## src/acsc_pkg.sv

```systemverilog
// package: constants and types for the codec serial control port
package acsc_pkg;
   localparam int unsigned BYTE_BITS = 8;
   localparam logic [3:0] BIT_CNT_RST = 4'h0;
   // idle levels of {phase, clock, data} pins, reset value of the synchroniser
   localparam logic [2:0] PIN_IDLE = 3'h6;
   localparam logic [3:0] BIT_CNT_LAST = 4'h7;
   localparam logic [1:0] TYPE_GENERAL = 2'h0;
   localparam logic [1:0] TYPE_STATUS = 2'h2;
   localparam int unsigned ADDR_MSB = 7;
   localparam int unsigned ADDR_LSB = 2;
   localparam logic [5:0] OWN_ADDR_DEFAULT = 6'h0a;
   localparam logic [1:0] SEL_VOLUME = 2'h0;
   localparam logic [1:0] SEL_TONE = 2'h1;
   localparam logic [1:0] SEL_MODE = 2'h2;
   localparam logic [1:0] SEL_POWER = 2'h3;
   localparam logic [5:0] VOLUME_RST = 6'h00;
   localparam logic [3:0] BASS_RST = 4'h0;
   localparam logic [1:0] TREBLE_RST = 2'h0;
   localparam logic [1:0] DEEMPH_RST = 2'h0;
   localparam logic MUTE_RST = 1'b0;
   localparam logic [1:0] FILT_MODE_RST = 2'h0;
   localparam logic [1:0] POWER_RST = 2'h0;
   localparam logic [1:0] CLK_RATIO_RST = 2'h0;
   localparam logic [2:0] IN_FMT_RST = 3'h0;
   localparam logic DC_FILT_RST = 1'b0;
   localparam logic [1:0] RATIO_512 = 2'h0;
   localparam logic [1:0] RATIO_384 = 2'h1;
   localparam logic [1:0] RATIO_256 = 2'h2;
   localparam logic [9:0] FS_MULT_512 = 10'h200;
   localparam logic [9:0] FS_MULT_384 = 10'h180;
   localparam logic [9:0] FS_MULT_256 = 10'h100;
   localparam logic [2:0] FMT_MAX_USED = 3'h4;
   // link clock minimum half period, in ns and pclk cycles (64 fs ceiling kept by the half_sel clamp in the controller)
   localparam int unsigned LINK_HALF_NS = 200;
   localparam int unsigned PCLK_NS = 50;
   localparam logic [7:0] LINK_HALF_CYC = 8'((LINK_HALF_NS + PCLK_NS - 1) / PCLK_NS);
   localparam logic [7:0] PHASE_GAP_CYC = 8'h04;
   // controller APB register offsets
   localparam logic [11:0] OFF_CMD = 12'h000;
   localparam logic [11:0] OFF_STAT = 12'h004;
   localparam logic [11:0] OFF_DIV = 12'h008;
   localparam logic [31:0] DIV_RST = 32'h0000_0004;
   typedef enum logic [1:0] {ACSC_XF_GENERAL, ACSC_XF_STATUS, ACSC_XF_NONE} acsc_xfer_t;
   typedef enum {ACSC_H_IDLE, ACSC_H_SETUP, ACSC_H_LOW, ACSC_H_HIGH, ACSC_H_GAP} acsc_hstate_t;
endpackage

```

## src/acsc_if.sv

```systemverilog
// interface: three-wire control link between controller and codec
`timescale 1ns/1ps
interface acsc_if;
   logic ctrl_phase_line;
   logic ctrl_serial_clock;
   logic ctrl_serial_data;
   modport ctrl
   (
      output ctrl_phase_line,
      output ctrl_serial_clock,
      output ctrl_serial_data
   );
   modport dev
   (
      input ctrl_phase_line,
      input ctrl_serial_clock,
      input ctrl_serial_data
   );
endinterface

```

## src/acsc_sync.sv

```systemverilog
// module: two-flop synchroniser for a bundle of pin inputs
`timescale 1ns/1ps
module acsc_sync
#(
   parameter int unsigned W = 3,
   parameter logic [W-1:0] RST_VAL = '0
)
(
   input wire logic pclk,
   input wire logic presetn,
   input wire logic [W-1:0] din,
   output logic [W-1:0] dout
);
   logic [W-1:0] meta_ff;
   always_ff @(posedge pclk or negedge presetn)
   begin
      if (!presetn)
      begin
         meta_ff <= RST_VAL;
         dout <= RST_VAL;
      end
      else
      begin
         meta_ff <= din;
         dout <= meta_ff;
      end
   end
endmodule

```

## src/acsc_dev.sv

```systemverilog
// module: codec end, receives address and data bytes, holds feature settings
`timescale 1ns/1ps
// Function
// - mode low, eight clocks: one address byte
// - address bits 1:0 choose transfer type
// - address bits 7:2 compared to own address
// - mismatch deselects, data ignored until readdressed
// - selection holds across data bytes
// - all transfers whole bytes, same clocking
// - store only after eighth bit
// - controller clock at most 64 fs
// - data bits 7:6 select, 5:0 value
// - general and status types reach features
// - device never drives data line
// - system supplies locked system clock
// - clock ratio 256, 384 or 512 fs
// - status byte fields; bit7 set ignored
// - general byte field decode per selector
// - ratio codes 512, 384, 256, unused
// - input format codes, 101-111 unused
module acsc_dev
#(
   parameter logic [5:0] OWN_ADDR = acsc_pkg::OWN_ADDR_DEFAULT // arbitrary value
)
(
   input wire logic pclk,
   input wire logic presetn,
   acsc_if.dev link,
   output logic [5:0] volume,
   output logic [3:0] bass_boost,
   output logic [1:0] treble,
   output logic [1:0] deemphasis,
   output logic mute,
   output logic [1:0] filter_mode,
   output logic [1:0] power_ctrl,
   output logic [1:0] clk_ratio,
   output logic [9:0] fs_multiple,
   output logic ratio_valid,
   output logic [2:0] input_format,
   output logic format_valid,
   output logic dc_filter_en,
   output logic selected,
   output logic byte_stored
);
   import acsc_pkg::*;
   logic [2:0] pins_s;
   logic phase_s, sclk_s, sdata_s;
   logic sclk_d_ff, phase_d_ff;
   logic [3:0] bit_cnt_ff;
   logic [6:0] shift_ff;
   logic sel_ff;
   acsc_xfer_t xfer_ff;
   logic rise, phase_fall, byte_done;
   logic [7:0] rx_byte;

   function automatic logic [9:0] ratio_mult(input logic [1:0] code);
      unique case (code)
         RATIO_512: ratio_mult = FS_MULT_512;
         RATIO_384: ratio_mult = FS_MULT_384;
         RATIO_256: ratio_mult = FS_MULT_256;
         default: ratio_mult = FS_MULT_512;
      endcase
   endfunction

   // completed data byte for the addressed device in the given group
   function automatic logic data_hit(input acsc_xfer_t grp);
      data_hit = byte_done && phase_s && sel_ff && (xfer_ff == grp);
   endfunction

   acsc_sync #(.W(3), .RST_VAL(PIN_IDLE)) u_sync
   (
      .pclk(pclk),
      .presetn(presetn),
      .din({link.ctrl_phase_line, link.ctrl_serial_clock, link.ctrl_serial_data}),
      .dout(pins_s)
   );
   assign {phase_s, sclk_s, sdata_s} = pins_s;
   // data is sampled at the rising serial clock edge
   assign rise = sclk_s & ~sclk_d_ff;
   assign phase_fall = phase_d_ff & ~phase_s;
   assign byte_done = rise && (bit_cnt_ff == BIT_CNT_LAST);
   assign rx_byte = {shift_ff, sdata_s};

   always_ff @(posedge pclk or negedge presetn)
   begin
      if (!presetn)
      begin
         // idle levels, so leaving reset shows no false edge
         sclk_d_ff <= PIN_IDLE[1];
         phase_d_ff <= PIN_IDLE[2];
      end
      else
      begin
         sclk_d_ff <= sclk_s;
         phase_d_ff <= phase_s;
      end
   end

   // bit counter and shifter, msb first
   always_ff @(posedge pclk or negedge presetn)
   begin
      if (!presetn)
      begin
         bit_cnt_ff <= BIT_CNT_RST;
         shift_ff <= '0;
      end
      else if (phase_fall)
      begin
         bit_cnt_ff <= BIT_CNT_RST;
      end
      else if (rise)
      begin
         shift_ff <= rx_byte[6:0];
         bit_cnt_ff <= byte_done ? BIT_CNT_RST : bit_cnt_ff + 4'h1;
      end
   end

   // address phase: selection and transfer type
   always_ff @(posedge pclk or negedge presetn)
   begin
      if (!presetn)
      begin
         sel_ff <= 1'b0;
         xfer_ff <= ACSC_XF_NONE;
      end
      else if (byte_done && !phase_s)
      begin
         sel_ff <= (rx_byte[ADDR_MSB:ADDR_LSB] == OWN_ADDR);
         if (rx_byte[1:0] == TYPE_GENERAL)
            xfer_ff <= ACSC_XF_GENERAL;
         else if (rx_byte[1:0] == TYPE_STATUS)
            xfer_ff <= ACSC_XF_STATUS;
         else
            xfer_ff <= ACSC_XF_NONE;
      end
   end

   // general feature registers
   always_ff @(posedge pclk or negedge presetn)
   begin
      if (!presetn)
      begin
         volume <= VOLUME_RST;
         bass_boost <= BASS_RST;
         treble <= TREBLE_RST;
         deemphasis <= DEEMPH_RST;
         mute <= MUTE_RST;
         filter_mode <= FILT_MODE_RST;
         power_ctrl <= POWER_RST;
      end
      else if (data_hit(ACSC_XF_GENERAL))
      begin
         unique case (rx_byte[7:6])
            SEL_VOLUME: volume <= rx_byte[5:0];
            SEL_TONE:
            begin
               bass_boost <= rx_byte[5:2];
               treble <= rx_byte[1:0];
            end
            SEL_MODE:
            begin
               deemphasis <= rx_byte[4:3];
               mute <= rx_byte[2];
               filter_mode <= rx_byte[1:0];
            end
            SEL_POWER: power_ctrl <= rx_byte[1:0];
         endcase
      end
   end

   // status registers; bit 7 set is ignored
   always_ff @(posedge pclk or negedge presetn)
   begin
      if (!presetn)
      begin
         clk_ratio <= CLK_RATIO_RST;
         fs_multiple <= FS_MULT_512;
         ratio_valid <= 1'b1;
         input_format <= IN_FMT_RST;
         format_valid <= 1'b1;
         dc_filter_en <= DC_FILT_RST;
      end
      else if (data_hit(ACSC_XF_STATUS) && !rx_byte[7])
      begin
         clk_ratio <= rx_byte[5:4];
         fs_multiple <= ratio_mult(rx_byte[5:4]);
         ratio_valid <= (rx_byte[5:4] != 2'h3);
         input_format <= rx_byte[3:1];
         format_valid <= (rx_byte[3:1] <= FMT_MAX_USED);
         dc_filter_en <= rx_byte[0];
      end
   end

   always_ff @(posedge pclk or negedge presetn)
   begin
      if (!presetn)
      begin
         selected <= 1'b0;
         byte_stored <= 1'b0;
      end
      else
      begin
         selected <= sel_ff;
         byte_stored <= data_hit(ACSC_XF_GENERAL)
            || (data_hit(ACSC_XF_STATUS) && !rx_byte[7]);
      end
   end
   // receive only: nothing here drives the data line
endmodule

```

## src/flat_wrapper.sv

```systemverilog
// flat-port wrapper written by rule: the top's interface ports become plain ports
module acsc_dev_flat import acsc_pkg::*;
#(
   parameter logic [5:0] OWN_ADDR = acsc_pkg::OWN_ADDR_DEFAULT                   
)
  (pclk, presetn, volume, bass_boost, treble, deemphasis, mute, filter_mode, power_ctrl, clk_ratio, fs_multiple, ratio_valid, input_format, format_valid, dc_filter_en, selected, byte_stored, link_ctrl_phase_line, link_ctrl_serial_clock, link_ctrl_serial_data);
  acsc_if link_i ();
  input wire logic pclk;
  input wire logic presetn;
  output logic [5:0] volume;
  output logic [3:0] bass_boost;
  output logic [1:0] treble;
  output logic [1:0] deemphasis;
  output logic mute;
  output logic [1:0] filter_mode;
  output logic [1:0] power_ctrl;
  output logic [1:0] clk_ratio;
  output logic [9:0] fs_multiple;
  output logic ratio_valid;
  output logic [2:0] input_format;
  output logic format_valid;
  output logic dc_filter_en;
  output logic selected;
  output logic byte_stored;
  input wire logic [$bits(link_i.ctrl_phase_line)-1:0] link_ctrl_phase_line;
  input wire logic [$bits(link_i.ctrl_serial_clock)-1:0] link_ctrl_serial_clock;
  input wire logic [$bits(link_i.ctrl_serial_data)-1:0] link_ctrl_serial_data;
  assign link_i.ctrl_phase_line = link_ctrl_phase_line;
  assign link_i.ctrl_serial_clock = link_ctrl_serial_clock;
  assign link_i.ctrl_serial_data = link_ctrl_serial_data;
  acsc_dev #(.OWN_ADDR(OWN_ADDR)) u_core (.pclk(pclk), .presetn(presetn), .link(link_i), .volume(volume), .bass_boost(bass_boost), .treble(treble), .deemphasis(deemphasis), .mute(mute), .filter_mode(filter_mode), .power_ctrl(power_ctrl), .clk_ratio(clk_ratio), .fs_multiple(fs_multiple), .ratio_valid(ratio_valid), .input_format(input_format), .format_valid(format_valid), .dc_filter_en(dc_filter_en), .selected(selected), .byte_stored(byte_stored));
endmodule
```

## config.mk

```make
export PLATFORM = sky130hd
export DESIGN_NAME = acsc_dev_flat
export DESIGN_NICKNAME = d
export VERILOG_FILES = /design/src/acsc_pkg.sv /design/src/acsc_if.sv /design/src/acsc_sync.sv /design/src/acsc_dev.sv /design/src/flat_wrapper.sv
export SDC_FILE = /design/constraint.sdc
export NUM_CORES = 1
export LEC_CHECK = 0
export ABC_AREA = 1
export CAP_MARGIN = 0
export CORE_MARGIN = 2
export CORE_UTILIZATION = 66
export DETAILED_ROUTE_END_ITERATION = 6
export DONT_BUFFER_PORTS = 1
export GPL_ROUTABILITY_DRIVEN = 0
export MAX_ROUTING_LAYER = met4
export PLACE_DENSITY = 0.86
export SLEW_MARGIN = 20
export SYNTH_ARGS = -nofsm -noshare
export SYNTH_HDL_FRONTEND = slang
export SYNTH_HIERARCHICAL = 1
export SYNTH_SLANG_ARGS = --single-unit
```

## constraint.sdc

```tcl
create_clock -name pclk -period 4.2 [get_ports pclk]
set_input_delay 0.21 -clock pclk [delete_from_list [all_inputs] [get_ports pclk]]
set_output_delay 0.21 -clock pclk [all_outputs]
set_load 0.01 [all_outputs]
```

Yosys cells after proc, flatten, opt, wreduce, memory -nomap -nowiden
Cells that the tools add are included.
{"block": "totals", "ff_bits": 61, "in_bits": 5, "output_inout_bits": 39, "wordCells": 65}
{"block": "classes", "n_addsub": 1, "order_cmp": 1, "n_eq_ne": 10, "muxes": 6, "bitwise_logic": 5, "reduce_logical": 19}
{"operator": "case mux 10 bit (2 select lines)", "n": 1}
{"operator": "two-way mux 4 bit", "n": 3}
{"operator": "AND reduction 2 bit", "n": 5}
{"operator": "== test 2 bit (second input constant)", "n": 4}
{"operator": "logical AND 1 bit", "n": 7}
{"operator": "== test 2 x 1 -> 1 bit (second input constant)", "n": 3}
{"operator": "== test 6 x 4 -> 1 bit (second input constant)", "n": 1}
{"operator": "zero test 2 bit", "n": 3}
{"operator": "adder 4 x 1 -> 4 bit (second input constant)", "n": 1}
{"operator": "== test 4 x 3 -> 1 bit (second input constant)", "n": 1}
{"operator": "two-way mux 2 bit", "n": 2}
{"operator": "less-or-equal comparator 3 bit (second input constant)", "n": 1}
{"operator": "NOT 1 bit", "n": 3}
{"operator": "AND 1 bit", "n": 2}
{"operator": "zero test 1 bit", "n": 2}
{"operator": "!= test 2 bit (second input constant)", "n": 1}
{"operator": "nonzero test 2 bit", "n": 1}
{"operator": "logical OR 1 bit", "n": 1}

Depth between registers and ports, before layout
Gate-level depths: netlist of run 1.
{"block": "depth", "word_depth": 8, "ltp_mapped": 8, "mapped_depth_nobuf": 7}

Modules after synthesis
The synthesis of run 1 kept the hierarchy.
{"module": "acsc_dev", "n_inst": 1, "cells_each": 224, "area_each_um2": 2180.8, "seq_area_each_um2": 1208.7}
{"module": "acsc_sync", "n_inst": 1, "cells_each": 6, "area_each_um2": 155.1, "seq_area_each_um2": 155.1}

Worst setup path after synthesis of run 1
Ideal clock, no wire load.
{"block": "synth_timing", "path_type": "flip-flop to flip-flop", "startpoint": "register u_core.u_sync.dout[1]", "endpoint": "register u_core.input_format[1]", "setup_ns": 0.119, "arrival_time_ns": 1.200, "required_ns": 4.081, "setup_slack_ns": 2.881, "stages_incl_launch_ff": 7, "n_path_buf": 1, "period_less_slack_ns": 1.319, "cell_sequence": "dfstp_2 -> nand3_2 -> nor2_8 -> nand3_2 -> buf_6 -> nand2_1 -> o21ai_2"}
{"block": "synth_via", "elab_chain_len": 6}
{"item": "start: declaration", "line_no": "acsc_sync.sv:12", "source": "output logic [W-1:0] dout"}
{"item": "start signal: assignment", "line_no": "acsc_sync.sv:25", "source": "dout <= meta_ff;"}
{"item": "AND 1 bit", "line_no": "acsc_dev.sv:79", "source": "assign rise = sclk_s & ~sclk_d_ff;"}
{"item": "logical AND 1 bit", "line_no": "acsc_dev.sv:81", "source": "assign byte_done = rise && (bit_cnt_ff == BIT_CNT_LAST);"}
{"item": "logical AND 1 bit (3 in a row)", "line_no": "acsc_dev.sv:67", "source": "data_hit = byte_done && phase_s && sel_ff && (xfer_ff == grp);"}
{"item": "logical AND 1 bit", "line_no": "acsc_dev.sv:183", "source": "else if (data_hit(ACSC_XF_STATUS) && !rx_byte[7])"}
{"item": "end signal: assignment", "line_no": "acsc_dev.sv:188", "source": "input_format <= rx_byte[3:1];"}
{"item": "end: declaration", "line_no": "acsc_dev.sv:39", "source": "output logic [2:0] input_format,"}
Every way passes these cells.
A chain may end at the register's enable or synchronous reset.

Worst setup path in the final report of run 1
{"block": "layout_timing", "startpoint": "register u_core.bit_cnt_ff[0]", "endpoint": "register u_core.fs_multiple[8]"}
{"block": "layout_via", "elab_chain_len": 6}
{"item": "start: declaration", "line_no": "acsc_dev.sv:49", "source": "logic [3:0] bit_cnt_ff;"}
{"item": "start signal: assignment", "line_no": "acsc_dev.sv:114", "source": "bit_cnt_ff <= byte_done ? BIT_CNT_RST : bit_cnt_ff + 4'h1;"}
{"item": "== test 4 x 3 -> 1 bit", "line_no": "acsc_dev.sv:81"}
{"item": "logical AND 1 bit", "line_no": "acsc_dev.sv:81"}
{"item": "logical AND 1 bit (3 in a row)", "line_no": "acsc_dev.sv:67"}
{"item": "logical AND 1 bit", "line_no": "acsc_dev.sv:183"}
{"item": "end signal: assignment", "line_no": "acsc_dev.sv:186", "source": "fs_multiple <= ratio_mult(rx_byte[5:4]);"}
{"item": "end: declaration", "line_no": "acsc_dev.sv:37", "source": "output logic [9:0] fs_multiple,"}
Every way passes these cells.

==> flow_summary.toml, run 1 <==
[synthesis]
synth_top_family_by_area = "simple AND/OR/NAND/NOR gates"
muxShareOfSynthArea = 0
netlist_instances = 230
synth.most_common_cell = "nand2_1"
syn_area_um2 = 2340
synthTopCellsByArea = "dfrtp_1 (47%), nand2_1 (12%), dfstp_2 (11%), nand4_1 (5.9%), o21ai_2 (3.0%)"
synth_edf_count = 0
avgSynthCellArea_um2 = 10.2
ys_seq_elements = 54
synthAdderAreaFrac = 0.0214
synth-simple-area-share = 0.251
synthFlopType = "dfrtp_1"
yosysSeqAreaShare = 0.584
synth-xor-area-share = 0.00375
yosys.area.top_type_share = 0.471
synth_common_cells = "nand2_1 (75), dfrtp_1 (44), nand4_1 (22), inv_1 (16), o21ai_0 (13)"
synth_compound_area_frac = 0.0621
yosys_warnings = 6
ys_types = 26
synth_top_area_cell = "dfrtp_1"
async_reset_ff_frac = 1.00

[power_and_ir_drop]
irDropWorstVdd_uv = 277
leakage_nw = 1.25
powerDensity_nw_per_um2 = 372

[critical_path]
end_kind = "register"
crit_path_max_fanout = 22
crit_type = "register to register"
critPathRequiredTime_ns = 4.47
cp_data_arrival_time_ns = 2.06
crit_path_start_kind = "register"

[floorplan]
core_area_um2 = 3360
die_x_um = 63.5
io_pins = 44
rows = 21
dieArea_um2 = 4030
die_h_um = 63.5
start_util = 0.695

[clocking]
post-cts-setup-buffer-count = 0
clockRootBuffer = "clkbuf_4"
h-tree-depth = 2
clkSinkCount = 54
clock_latency_ns = 0.37
hold_buffers = 5
cts_made_buffers = 5
ctsResizeCount = 0
clock_path_buffers = 2
clk_pin_slew_worst_paths_ns = 0.15
cts_tree = "done"

[placement]
dp_cells = 268
hpwl_um = 2880
io_buffers = 0

[timing]
finClkSkew_ns = 0.0161
final.min_clock_period_ns = 1.79
rsz0062_at_grt = "no"
finalSetupViolCount = 0
relSlewSlack = 0.428
report.final.slew_viol_count = 0
tightest_slew_ns = 0.858
fin_setup_tns_ns = 0
fin_crit_sh = 0.427
fmax_ghz = 0.557
hold_viol_final = 0

[detailed_routing]
firstDrtPassIters = 4
drt-initial-drc-count = 88
vias_per_cell = 5.56
wire_per_inst_um = 15.0
vias = 1563
ant_nets = 0
drc_errors = 0
drt-total-wl_um = 4210

[global_routing]
grt.overflow.total = 0
grt_pass1_vias = 1539
grt_pass1_wl_um = 7270
grt.total_usage = 0.243
antenna_found_initial = 0
grt_max_degree = 55

[job]
max_cap_violations = 0

[worst_hold_path]
hp-class = "input pin to asynchronous set/reset pin"

[status]
status = "finished, final reports clean"

[layout]
drive_gt1_frac = 0.179
finalNetCount = 243
area_delta_synth_final_pct = 4.34
instances_no_fill = 281
num_antenna_cells = 0
registers in the layout, indices dropped and copies added (netlist names), 3 cells and up:
signal,count
u_core/u_sync/dout,3
u_core/shift_ff,7
u_core/fs_multiple,3
u_core/bass_boost,4
u_core/volume,6
u_core/bit_cnt_ff,4
u_core/u_sync/meta_ff,3
u_core/input_format,3
area by class of cell:
class	count	area, um^2
timing repair buffer	5	67.6
fill	269	926
sequential	54	1360
clock buffer	6	51.3
inverter	18	67.6
tap	46	57.6
clock inverter	2	12.5
multi-input combinational	150	817
metrics by stage:
stage | util | power (mW) | cell area [um^2] | setup slack [ns] | hold slack (ns)
finish | 0.725 | 0.906 | 2440 | 2.41 | 0.345
global route | 0.725 | 0.955 | 2440 | 2.22 | 0.352
CTS | 0.725 | 0.915 | 2440 | 2.42 | 0.345
detailed placement | 0.686 | 0.667 | 2310 | 2.43 | -0.0835
global placement | 0.686 | 0.661 | 2310 | 2.51 | -0.0838
floorplan | - | 0.647 | 2360 | 2.88 | -0.0856
worst paths after layout:
path	depth (start not counted)	endpoint	slack [ns]	from
max	6	u_core/fs_multiple[8]	2.41	u_core/bit_cnt_ff[0]
min reg2reg	0	u_core/u_sync/dout[2]	0.36	u_core/u_sync/meta_ff[2]
min in group pclk	0	u_core/u_sync/dout[2]	0.36	u_core/u_sync/meta_ff[2]
max reg2reg	6	u_core/fs_multiple[8]	2.41	u_core/bit_cnt_ff[0]
min	2	u_core/power_ctrl[1]	0.34	presetn
max in group asynchronous	2	u_core/fs_multiple[9]	3.57	presetn
power by group:
part	total (mW)	internal (mW)	switching, mW
Sequential	0.581	0.544	0.0368
Combinational	0.0937	0.0260	0.0677
Clock	0.232	0.0808	0.151
Total	0.906	0.651	0.255
cells in the final DEF (no fill, tap or decap), drive strengths merged, types with 2 or more instances in the layout:
cell type,count
o21ai,21
dlygate4sd3,4
conb,7
nand3,6
a21oi,2
nor2,5
dfstp,10
inv,18
nand4,24
clkbuf,6
nand2,77
dfrtp,44
ha,4
worst max-delay path, stage by stage (launching register included):
cell and delay, ns:
dfrtp_1 0.41, ha_1 0.19, nand3_2 0.18, nor3_4 0.60, nand3_1 0.18, nand2_1 0.10
inv_1 0.04
cells by family (layout without fill, tap and decap cells):
logic type | Yosys count | in the layout
compound gates | 23 | 23
xor+xnor | 1 | 1
fa+ha+maj | 4 | 4
other cells | 1 | 7
buf+inv | 32 | 31
simple gates | 115 | 115
flops | 54 | 54
layer usage:
metal / part of all wire / vias to the layer above / global-route usage
met5: 0 / - / -
met4: 0.011 / 0 / 0.0842
met3: 0.057 / 6 / 0.0661
met2: 0.50 / 49 / 0.372
met1: 0.43 / 763 / 0.315
li1: - / 745 / -
Power figures use the tool's default switching activity.
==> run 2, diff against run 1 <==
--- a/config.mk
+++ b/config.mk
@@ -8,12 +8,12 @@
 export ABC_AREA = 1
 export CAP_MARGIN = 0
 export CORE_MARGIN = 2
-export CORE_UTILIZATION = 66
+export CORE_UTILIZATION = 62
 export DETAILED_ROUTE_END_ITERATION = 6
 export DONT_BUFFER_PORTS = 1
 export GPL_ROUTABILITY_DRIVEN = 0
 export MAX_ROUTING_LAYER = met4
-export PLACE_DENSITY = 0.86
+export PLACE_DENSITY = 0.82
 export SLEW_MARGIN = 20
 export SYNTH_ARGS = -nofsm -noshare
 export SYNTH_HDL_FRONTEND = slang
==> constraint.sdc (replaced) <==
create_clock -name pclk -period 1.82 [get_ports pclk]
set_input_delay 0.091 -clock pclk [delete_from_list [all_inputs] [get_ports pclk]]
set_output_delay 0.091 -clock pclk [all_outputs]
set_load 0.01 [all_outputs]
==> run 2 against run 1 <==
- clock skew down 0.013 ns
- fmax rose by 9.8%
- first-iteration DRC count rose by 72%
- largest power group unchanged
- highest routed layer unchanged
==> flow_summary.toml, run 2 (synthesis results as in run 1) <==
[status]
status = "finished, final reports clean"

[layout]
drive_gt1_frac = 0.209
fillers = 292
area_delta_synth_final_pct = 9.00
regMostFlops = "u_core/shift_ff"
instances_no_fill = 292
final_cell_mix = "nand2_1 (75), dfrtp_1 (44), nand4_1 (22)"
largest_registers = "u_core/shift_ff x7, u_core/volume x6"
num_antenna_cells = 0
multi_input_area_um2 = 825
final_common_cell = "nand2_1"
finalNetCount = 252
ff_latch_area_um2 = 1360
largest_reg_flops = 7

[placement]
hpwl_um = 2980
io_buffers = 0
dp_cells = 279

[floorplan]
die_x_um = 65.4
start_util = 0.643
die_h_um = 65.4
io_pins = 44
dieArea_um2 = 4270
core_area_um2 = 3630
rows = 22

[global_routing]
grt.total_usage = 0.231
grt_max_degree = 55
met3_usage = 0.0462
busiest_layer = "met2"
use_met2 = 0.346
grt.met1_usage = 0.316
grt.overflow.total = 0
antenna_found_initial = 0
grt_pass1_vias = 1525
grt_pass1_wl_um = 7210

[critical_path]
cp-startpoint = "u_core/bit_cnt_ff[0]"
cp_data_arrival_time_ns = 1.87
crit_type = "register to register"
r2r_cells = 7
reg2reg_to = "u_core/deemphasis[0]"
critPathRequiredTime_ns = 2.06
end_kind = "register"
regToRegStartpoint = "u_core/bit_cnt_ff[0]"
crit_path_max_fanout = 19
crit_path_end = "u_core/deemphasis[0]"
ff2ff_setup_slack_ns = 0.19
crit_path_start_kind = "register"

[clocking]
clk_pin_slew_worst_paths_ns = 0.09
clock_latency_ns = 0.30
clock_path_buffers = 2
clkSinkCount = 54
post-cts-setup-buffer-count = 0
h-tree-depth = 2
cts_made_buffers = 5
cts_tree = "done"
clockRootBuffer = "clkbuf_8"

[job]
max_cap_violations = 0

[timing]
hold_viol_final = 0
fin_setup_tns_ns = 0
final.min_clock_period_ns = 1.63
finClkSkew_ns = 0.00271
rsz0062_at_grt = "no"
finalSetupViolCount = 0
fmax_ghz = 0.612
fin_crit_sh = 0.898
report.final.slew_viol_count = 0

[worst_hold_path]
hp-class = "input pin to asynchronous set/reset pin"

[detailed_routing]
drc_errors = 0
vias = 1572
firstDrtPassIters = 4
ant_nets = 0
drt-initial-drc-count = 151
wire_per_inst_um = 14.4
vias_per_cell = 5.38
drt-total-wl_um = 4210

[power_and_ir_drop]
powerDensity_nw_per_um2 = 887
leakage_nw = 1.31
irDropWorstVdd_uv = 707
run 2: changes by cell type in the layout (fill, tap and decap cells not counted), sizes merged:
cell and delta:
buf +9
run 2: worst min path at each step:
stage,start,end,slack [ns],cells past startpoint
final,presetn,u_core/bit_cnt_ff[3],0.31,2
after global routing,presetn,u_core/bit_cnt_ff[1],0.32,2
after CTS,presetn,u_core/sel_ff,0.31,2
after detailed placement,presetn,u_core/bit_cnt_ff[3],-0.20,0
after global placement,presetn,u_core/bit_cnt_ff[3],-0.20,0
after floorplan,presetn,u_core/bass_boost[0],-0.20,0
run 2: worst max-delay path, cell delays in order (launching register included):
cell     delay (ns)
dfrtp_1        0.41
ha_1           0.18
nand3_2        0.14
buf_4          0.18
nor3_4         0.19
buf_4          0.26
nand4_1        0.12
nand2_1        0.09
run 2: metrics by stage:
step | hold slack (ns) | area (um^2) | power [mW] | setup WS, ns | utilization
floorplan | -0.205 | 2360 | 1.49 | 0.501 | -
global placement | -0.203 | 2380 | 1.56 | 0.213 | 0.654
detailed placement | -0.203 | 2380 | 1.57 | 0.133 | 0.654
CTS | 0.311 | 2540 | 2.28 | 0.114 | 0.699
global route | 0.324 | 2550 | 2.36 | 0.0783 | 0.701
finish | 0.309 | 2550 | 2.26 | 0.186 | 0.701
run 2: final cells by class:
cell class              instances  area share
clock buffers                   6      0.0324
clock inverters                 2     0.00491
inverters                      18      0.0265
multi-input cells             150       0.324
flip-flops and latches         54       0.536
well taps                      48      0.0236
repair buffers                 14      0.0531
run 2: routing by layer:
layer  wire [um]  part of all wire  up-vias
met5           0                 0        -
met4          72             0.017        0
met3         191             0.045        6
met2        2090              0.50       42
met1        1860              0.44      753
li1            -                 -      771
run 2: power breakdown:
| part | internal [mW] | total, mW | switching, mW |
|---|---|---|---|
| sequential | 1.26 | 1.34 | 0.0814 |
| clock | 0.306 | 0.669 | 0.363 |
| combinational | 0.0806 | 0.252 | 0.171 |
| total | 1.64 | 2.26 | 0.616 |
run 2: timing repair:
| action | 4_1_cts | 5_1_grt |
|---|---|---|
| hold endpoints to repair | 57 | 0 |
| hold buffers | 5 | 0 |
| endpoints found under the setup margin | 0 | 2 |
| gates resized for setup | 0 | 1 |
